[config.mk]
export PLATFORM = sky130hd
export DESIGN_NAME = hsync_timing
export DESIGN_NICKNAME = d
export VERILOG_FILES = /design/src/shared/hsync_timing_pkg.sv /design/src/rtl/hsync_timing.sv
export SDC_FILE = /design/constraint.sdc
export NUM_CORES = 1
export LEC_CHECK = 0
export ABC_AREA = 1
export ABC_CLOCK_PERIOD_IN_PS = 1700
export BUFFER_PORTS_ARGS = -buffer_cell sky130_fd_sc_hd__buf_2
export CAP_MARGIN = 20
export CELL_PAD_IN_SITES_DETAIL_PLACEMENT = 0
export CELL_PAD_IN_SITES_GLOBAL_PLACEMENT = 1
export CORE_AREA = 2 2 163 165
export DETAILED_ROUTE_END_ITERATION = 10
export DIE_AREA = 0 0 165 167
export GPL_TIMING_DRIVEN = 0
export MAX_ROUTING_LAYER = met4
export PLACE_DENSITY = 0.51
export SLEW_MARGIN = 20
export SYNTH_ARGS = -nofsm -noshare
export SYNTH_HDL_FRONTEND = slang
export SYNTH_SLANG_ARGS = --single-unit
[constraint.sdc]
create_clock -name clk_sys_i -period 1.7 [get_ports clk_sys_i]
set_input_delay 0.085 -clock clk_sys_i [delete_from_list [all_inputs] [get_ports clk_sys_i]]
set_output_delay 0.085 -clock clk_sys_i [all_outputs]
set_load 0.02 [all_outputs]
[src/shared/hsync_timing_pkg.sv]
// horizontal blank/sync timing: register map, field layout, bus types
// assumes a 32-bit avalon-mm slave with word addressing in bytes
package hsync_timing_pkg;
  localparam int unsigned ADDR_W = 16;
  // line total / active register sits beside the two positions registers
  localparam logic [ADDR_W-1:0] OFS_LINE_TOTALS          = 16'h8330;
  localparam logic [ADDR_W-1:0] OFS_HORIZONTAL_BLANK_POS = 16'h8334;
  localparam logic [ADDR_W-1:0] OFS_HORIZONTAL_SYNC_POS  = 16'h8338;
  localparam logic [ADDR_W-1:0] OFS_VLINE_STATUS         = 16'h833c;
  // field positions: high field 26:19, low field 10:3
  localparam int unsigned HI_MSB = 26;
  localparam int unsigned HI_LSB = 19;
  localparam int unsigned LO_MSB = 10;
  localparam int unsigned LO_LSB = 3;
  localparam int unsigned CNT_W  = 8;
  localparam int unsigned VCNT_W = 11;
  // writable bits: 26:16 and 10:0, reserved read as zero
  localparam logic [31:0] WRITE_MASK  = 32'h07ff_07ff;
  localparam logic [31:0] RESET_VALUE = 32'h0000_0000;
  localparam logic [31:0] READ_ZERO   = 32'h0000_0000;

  typedef struct packed {
    logic [ADDR_W-1:0] address;
    logic              read;
    logic              write;
    logic [3:0]        byteenable;
    logic [31:0]       writedata;
  } avmm_req_type;

  typedef struct packed {
    logic [31:0] readdata;
    logic        waitrequest;
  } avmm_rsp_type;

  typedef struct packed {
    logic             hblank;
    logic             hsync;
    logic             active;
    logic             line_step;
    logic [CNT_W-1:0] hcount;
  } video_timing_type;
endpackage

[src/rtl/hsync_timing.sv]
// horizontal blank/sync generator with avalon-mm register slave
// assumes one character clock per clk_sys_i cycle, synchronous reset
//
// Overview of operation
// - blank ends at counter match, field 26:19
// - blank end low bits 18:16 ignored
// - blank starts at counter match, field 10:3
// - blank start bits 2:0 don't care
// - sync deasserts at sync end match
// - sync end bits 18:16 ignored
// - sync asserts at sync start match
// - sync start bits 2:0 ignored
// - vertical counter steps on sync rising transition
// - line length is total field plus one
// - active width is active field plus one
`timescale 1ns/1ps
module hsync_timing
  import hsync_timing_pkg::*;
(
  input  wire logic             clk_sys_i,
  input  wire logic             srst_i,
  input  wire avmm_req_type     avmm_req_i,
  output avmm_rsp_type          avmm_rsp_o,
  output video_timing_type      timing_o,
  output logic [VCNT_W-1:0]     vline_o
);

  typedef struct packed {
    logic [31:0]       line_totals;
    logic [31:0]       blank_pos;
    logic [31:0]       sync_pos;
    logic [CNT_W-1:0]  hcount;
    logic [VCNT_W-1:0] vcount;
    logic              hblank;
    logic              hsync;
    logic              line_step;
    logic              rd_ack;
    logic [31:0]       readdata;
  } state_type;

  state_type st;
  state_type next_st;

  function automatic logic [31:0] merge(input logic [31:0] old, input logic [31:0] wd, input logic [3:0] be);
    logic [31:0] m;
    m = {{8{be[3]}}, {8{be[2]}}, {8{be[1]}}, {8{be[0]}}} & WRITE_MASK;
    merge = (old & ~m) | (wd & m);
  endfunction

  logic [CNT_W-1:0] total_cnt;
  logic [CNT_W-1:0] active_cnt;
  logic [CNT_W-1:0] blank_end;
  logic [CNT_W-1:0] blank_begin;
  logic [CNT_W-1:0] sync_end;
  logic [CNT_W-1:0] sync_begin;

  always_comb begin
    total_cnt   = st.line_totals[HI_MSB:HI_LSB];
    active_cnt  = st.line_totals[LO_MSB:LO_LSB];
    blank_end   = st.blank_pos[HI_MSB:HI_LSB];
    blank_begin = st.blank_pos[LO_MSB:LO_LSB];
    sync_end    = st.sync_pos[HI_MSB:HI_LSB];
    sync_begin  = st.sync_pos[LO_MSB:LO_LSB];
  end

  always_comb begin
    next_st = st;
    next_st.line_step = 1'b0;
    next_st.rd_ack    = 1'b0;
    if (st.hcount == total_cnt) begin
      next_st.hcount = '0;
    end else begin
      next_st.hcount = st.hcount + 1'b1;
    end
    if (st.hcount == blank_begin) begin
      next_st.hblank = 1'b1;
    end
    if (st.hcount == blank_end) begin
      next_st.hblank = 1'b0;
    end
    if (st.hcount == sync_begin) begin
      next_st.hsync = 1'b1;
    end
    if (st.hcount == sync_end) begin
      next_st.hsync = 1'b0;
    end
    if (next_st.hsync && !st.hsync) begin
      next_st.line_step = 1'b1;
      next_st.vcount    = st.vcount + 1'b1;
    end
    // register slave
    if (avmm_req_i.write) begin
      case (avmm_req_i.address)
        OFS_LINE_TOTALS: begin
          next_st.line_totals = merge(st.line_totals, avmm_req_i.writedata, avmm_req_i.byteenable);
        end
        OFS_HORIZONTAL_BLANK_POS: begin
          next_st.blank_pos = merge(st.blank_pos, avmm_req_i.writedata, avmm_req_i.byteenable);
        end
        OFS_HORIZONTAL_SYNC_POS: begin
          next_st.sync_pos = merge(st.sync_pos, avmm_req_i.writedata, avmm_req_i.byteenable);
        end
        OFS_VLINE_STATUS: begin
          next_st.vcount = '0;
        end
        default: begin
        end
      endcase
    end
    if (avmm_req_i.read && !st.rd_ack) begin
      next_st.rd_ack = 1'b1;
      case (avmm_req_i.address)
        OFS_LINE_TOTALS:          next_st.readdata = st.line_totals;
        OFS_HORIZONTAL_BLANK_POS: next_st.readdata = st.blank_pos;
        OFS_HORIZONTAL_SYNC_POS:  next_st.readdata = st.sync_pos;
        OFS_VLINE_STATUS:         next_st.readdata = {5'h00, st.vcount, 8'h00, st.hcount};
        default:                  next_st.readdata = READ_ZERO;
      endcase
    end
  end

  always_ff @(posedge clk_sys_i) begin
    if (srst_i) begin
      st.line_totals <= RESET_VALUE;
      st.blank_pos   <= RESET_VALUE;
      st.sync_pos    <= RESET_VALUE;
      st.hcount      <= '0;
      st.vcount      <= '0;
      st.hblank      <= 1'b0;
      st.hsync       <= 1'b0;
      st.line_step   <= 1'b0;
      st.rd_ack      <= 1'b0;
      st.readdata    <= READ_ZERO;
    end else begin
      st <= next_st;
    end
  end

  // writes complete at once, reads one cycle later
  assign avmm_rsp_o.waitrequest = avmm_req_i.read && !st.rd_ack;
  assign avmm_rsp_o.readdata    = st.readdata;
  assign timing_o.hblank        = st.hblank;
  assign timing_o.hsync         = st.hsync;
  assign timing_o.active        = (st.hcount <= active_cnt);
  assign timing_o.line_step     = st.line_step;
  assign timing_o.hcount        = st.hcount;
  assign vline_o                = st.vcount;

endmodule

==> results_dict.tcl, run 1 <==
set metrics [dict create \
    final_cell_area_um2 8383 \
    post_drt_wl_per_cell_um 15.79 \
    n_antenna_cell 0 \
    vias_per_cell 4.316 \
    start_util_pct 24.67 \
    layout_common_cells "nand2_1 (272), nand3_1 (98), buf_2 (96)" \
    ctsRootBufferMaster "clkbuf_16" \
    netlist_area_um2 6356 \
    grt_max_degree 19 \
    wl_um 22670 \
    clock-sinks 111 \
    ys_seq_area_share_pct 34.96 \
    rows 59 \
    ys_top_cells_by_area "dfxtp_1 (35%), nand2_1 (17%), buf_4 (8.5%)" \
    cap_violations 0 \
    worstPathMaxFanout 3 \
    clk_latency_ns 0.36 \
    synth_cell_type_count 34 \
    relSlewSlack_pct 46.65 \
    fin_crit_sh_pct 100.6 \
    hold_class "in -> reg" \
    utilization_pct 32.54 \
    core_um2 25760 \
    crit_path_end_kind "output port" \
    cts_tree "built" \
    run_status "finished with violations" \
    vdd_ir_drop_max_v 0.0003115 \
    place_area_um2 7259 \
    grt_pass1_wl_um 34910 \
    antenna_left 0 \
    drt_iter0_markers 362 \
    first_pass_iters 5 \
    area_growth_pct 31.89 \
    power.density_nw_per_um2 614.2 \
    setup_violations 1 \
    cts_buffer_depth 2 \
    hold_violations 0 \
    ys_warn_count 0 \
    chipWidth_um 165 \
    gp_congestion 0.8237 \
    finalWorstSetupSlack_ns -0.01062 \
    grt_pass1_vias 5882 \
    critPathKind "reg -> out" \
    fmax_ghz 0.5846 \
    grt-ovfl-total 0 \
    die_h_um 167 \
    clkSlewWorstSetupHoldPaths_ns 0.08 \
    rsz0062_at_grt "yes" \
    violations "setup timing" \
    portBuffers 90 \
    yosysTopAreaCellShare_pct 34.96 \
    skew_ns 0.006042 \
    fin_crit_ns 1.711 \
    htreeDepth 3 \
    synth_seq_cells 111 \
    yosysTopAreaCell "dfxtp_1" \
    antenna_found_initial 0 \
    cp.required_ns 1.62 \
    drc 0 \
    drive_above_1_share_pct 29.61 \
    drv_slew 0 \
    p_leak_uw 0.003647 \
    final_common_cell "nand2_1" \
    worst_slew_pin_slew_ns 0.8002 \
    die-area_um2 27560 \
    start_kind "flip-flop" \
    cts_made_buffers 9 \
    arrival_ns 1.63 \
    io_pins 112 \
    layout.nets 1162 \
    hpwl_um 17430 \
    syn_inst 937 \
    syn_avg_cell_area_um2 6.783 \
    grtUsageTotal_pct 17.17 \
    route.vias.total 6198 \
]
power breakdown:
part | total [uW] | switching, uW | internal (uW)
sequential | 2580 | 0.987 | 2580
combinational | 294 | 188 | 106
clock | 2270 | 1080 | 1190
total | 5150 | 1270 | 3880
metrics by stage:
stage / setup slack (ns) / setup TNS [ns] / hold slack (ns) / total power, uW / cells
floorplan: 0.05011 / 0 / 0.2278 / 2784 / 946
global placement: -0.2542 / -4.934 / 0.3703 / 2924 / 1371
detailed placement: -0.2378 / -4.554 / 0.3757 / 2923 / 1371
CTS: -0.05680 / -0.05732 / 0.002903 / 5265 / 1418
global route: -0.09170 / -0.1154 / 0.005218 / 5385 / 1436
finish: -0.01062 / -0.01062 / 0.006810 / 5149 / 1436
layout make-up:
type	instances	area, um2
Fill cell	2892	17380
Multi-Input combinational cell	668	3491
Sequential cell	111	2265
Timing Repair Buffer	140	904.6
Buffer	95	704.4
Tap cell	335	419.2
Inverter	71	291.5
Clock buffer	10	239.0
Clock inverter	6	68.82
logic make-up after synthesis:
logic type / after synthesis / synth area share (%)
compound gates: 127 / 10.24
xor+xnor: 28 / 3.858
fa+ha+maj: 10 / 1.969
buf+inv: 167 / 14.57
flops: 111 / 34.96
other cells: 1 / 0.05900
simple gates: 493 / 34.35
critical path, stage by stage, from the launching register on:
cell      delay [ns]
dfxtp_4         0.37
ha_4            0.29
nand2_4         0.06
o21ai_2         0.11
nand2_1         0.06
o211ai_1        0.10
o41ai_2         0.10
buf_2           0.17
per-layer routing:
layer	part of all wire, %	vias up	GRT usage (%)
met1	51	2800	24.71
met4	0.81	0	2.949
met2	44	118	25.83
li1	-	3265	-
met3	3.9	15	2.316
met5	0	-	-
synth_stat cells, drive strengths merged:
master   count
conb         1
nor3         5
dfxtp      111
a21oi       98
nand3b       1
ha          10
o41ai        1
nand3      100
o21a         1
or2          5
o211ai       1
clkbuf      15
xor2         9
and2         1
nand4       14
buf         81
inv         67
o2111ai      1
clkinv       4
nand2      302
xnor2       19
nor2        65
o21ai       24
o31ai        1
final timing paths:
check	cells after the start	endpoint	slack (ns)	start
setup / recovery	7	timing_o[9]	-0.01	timing_o[3]
hold reg to reg	2	avmm_rsp_o[23]	0.47	avmm_rsp_o[23]
setup reg to reg	10	timing_o[10]	0.10	timing_o[1]
hold / removal	3	flip-flop	0.007	avmm_req_i[7]
what timing repair did:
action                                 CTS  global route
resized for setup                       45            72
buffers inserted                        12            18
pin swaps                                4            19
endpoints found under the hold margin   41             0
hold buffers                            19             0
setup endpoints to repair               42            22
cloned                                   0             1
Power figures use the tool's default switching activity.
==> run 2: changes to the inputs <==
ABC_CLOCK_PERIOD_IN_PS = 2170   (was 1700)
CAP_MARGIN = 30   (was 20)
clock period = 2.17 ns   (was 1.7 ns; I/O delays follow)
==> run 2 against run 1 <==
The flow now finishes without violations. Register-to-register slack improved by 0.24 ns. Critical endpoint is now avmm_rsp_o[0]. Critical path depth fell by 3. Non-clock buffer count fell by 49. Setup slack improved by 0.19 ns.
==> results_dict.tcl, run 2 (synthesis results as in run 1) <==
set metrics [dict create \
    run_status "finished clean" \
    post_drt_wl_per_cell_um 15.96 \
    n_antenna_cell 0 \
    p_leak_uw 0.003339 \
    hold_violations 0 \
    ctsRootBufferMaster "clkbuf_16" \
    cp.required_ns 2.06 \
    critPathKind "reg -> out" \
    clk_latency_ns 0.37 \
    vdd_ir_drop_max_v 0.0002398 \
    startpoint "st[32]" \
    total_power_uw 4026 \
    drive_above_1_share_pct 21.96 \
    fin_tns_setup_ns 0 \
    rsz0062_at_grt "no" \
    cap_violations 0 \
    grt-ovfl-total 0 \
    drc 0 \
    gp_congestion 0.8237 \
    fmax_ghz 0.5012 \
    antenna_found_initial 0 \
    grt_max_degree 19 \
    fin_crit_sh_pct 91.95 \
    layout.nets 1113 \
    area_growth_pct 19.07 \
    cts_buffer_depth 2 \
    crit-reg2reg-launch "timing_o[3]" \
    fill_cells 2926 \
    portBuffers 90 \
    die-area_um2 27560 \
    grt_pass1_wl_um 34380 \
    hpwl_um 17430 \
    worstPathMaxFanout 10 \
    numPlacedInstances 1371 \
    clock-sinks 111 \
    utilization_pct 29.38 \
    htreeDepth 3 \
    start_util_pct 24.67 \
    drt_iter0_markers 358 \
    chipWidth_um 165 \
    core_um2 25760 \
    crit_path_end_kind "output port" \
    relSlewSlack_pct 48.21 \
    fin_crit_ns 1.995 \
    io_pins 112 \
    skew_ns 0.007549 \
    start_kind "flip-flop" \
    hp-start "avmm_req_i[9]" \
    cts_made_buffers 9 \
    multiInputGateArea_um2 3242 \
    wl_um 22140 \
    rows 59 \
    hold_class "in -> reg" \
    clkSlewWorstSetupHoldPaths_ns 0.08 \
    ff_latch_area_um2 2223 \
    die_h_um 167 \
    final_common_cell "nand2_1" \
    vias_per_cell 4.309 \
    reg2reg_slack_ns 0.34 \
    first_pass_iters 5 \
    postCtsHoldBufs 0 \
    route.vias.total 5977 \
    layout_common_cells "nand2_1 (291), dfxtp_1 (110), a21oi_1 (98), nand3_1 (98), buf_2 (97)" \
    cts_tree "built" \
    stdcell_count 1387 \
    drv_slew 0 \
    setup_violations 0 \
    grtUsageTotal_pct 16.96 \
    antenna_left 0 \
    power.density_nw_per_um2 531.9 \
    worst_slew_pin_slew_ns 0.7769 \
    grt_pass1_vias 5796 \
    arrival_ns 1.89 \
]
run 2: cell type report:
cell class,count,share of cell area [%]
Tap cell,335,5.538
Buffer,96,8.646
Timing Repair Buffer,90,5.951
Multi-Input combinational cell,668,42.83
Clock buffer,10,3.158
Sequential cell,111,29.38
Clock inverter,6,0.9092
Inverter,71,3.587
run 2: through the flow:
step	worst slack [ns]	hold WS [ns]	area, um2
floorplan	0.4966	0.2513	6390
global placement	0.2158	0.3938	7259
detailed placement	0.2322	0.3992	7259
CTS	0.04431	0.006853	7567
global route	0.04045	0.01630	7569
finish	0.1747	0.01278	7569
run 2: what timing repair did:
item	CTS	global route
setup endpoints to repair	0	1
resized for setup	0	1
endpoints found under the hold margin	0	0
buffers inserted	0	0
run 2: per-layer routing:
metal | routed length, um | part of all wire [%] | up-vias | GRT usage, %
li1 | - | - | 3162 | -
met1 | 11310 | 51 | 2672 | 24.49
met2 | 9580 | 43 | 130 | 25.24
met3 | 1078 | 4.9 | 13 | 2.366
met4 | 165 | 0.75 | 0 | 3.138
met5 | 0 | 0 | - | -
run 2: power breakdown:
part / total, uW / internal [uW] / switching (uW)
Combinational: 202 / 59.6 / 142
Sequential: 2040 / 2040 / 0.270
Clock: 1790 / 936 / 852
Total: 4030 / 3030 / 994
run 2: final timing paths:
| check | to | cells after the start |
|---|---|---|
| max | avmm_rsp_o[0] | 4 |
| min | flip-flop | 3 |
| max reg2reg | vline_o[0] | 11 |
| min reg2reg | avmm_rsp_o[23] | 2 |
run 2: worst max-delay path: stages, from the launching register on:
cell	delay [ns]
dfxtp_1	0.31
nor2_1	0.46
clkbuf_1	0.43
buf_4	0.18
buf_2	0.15
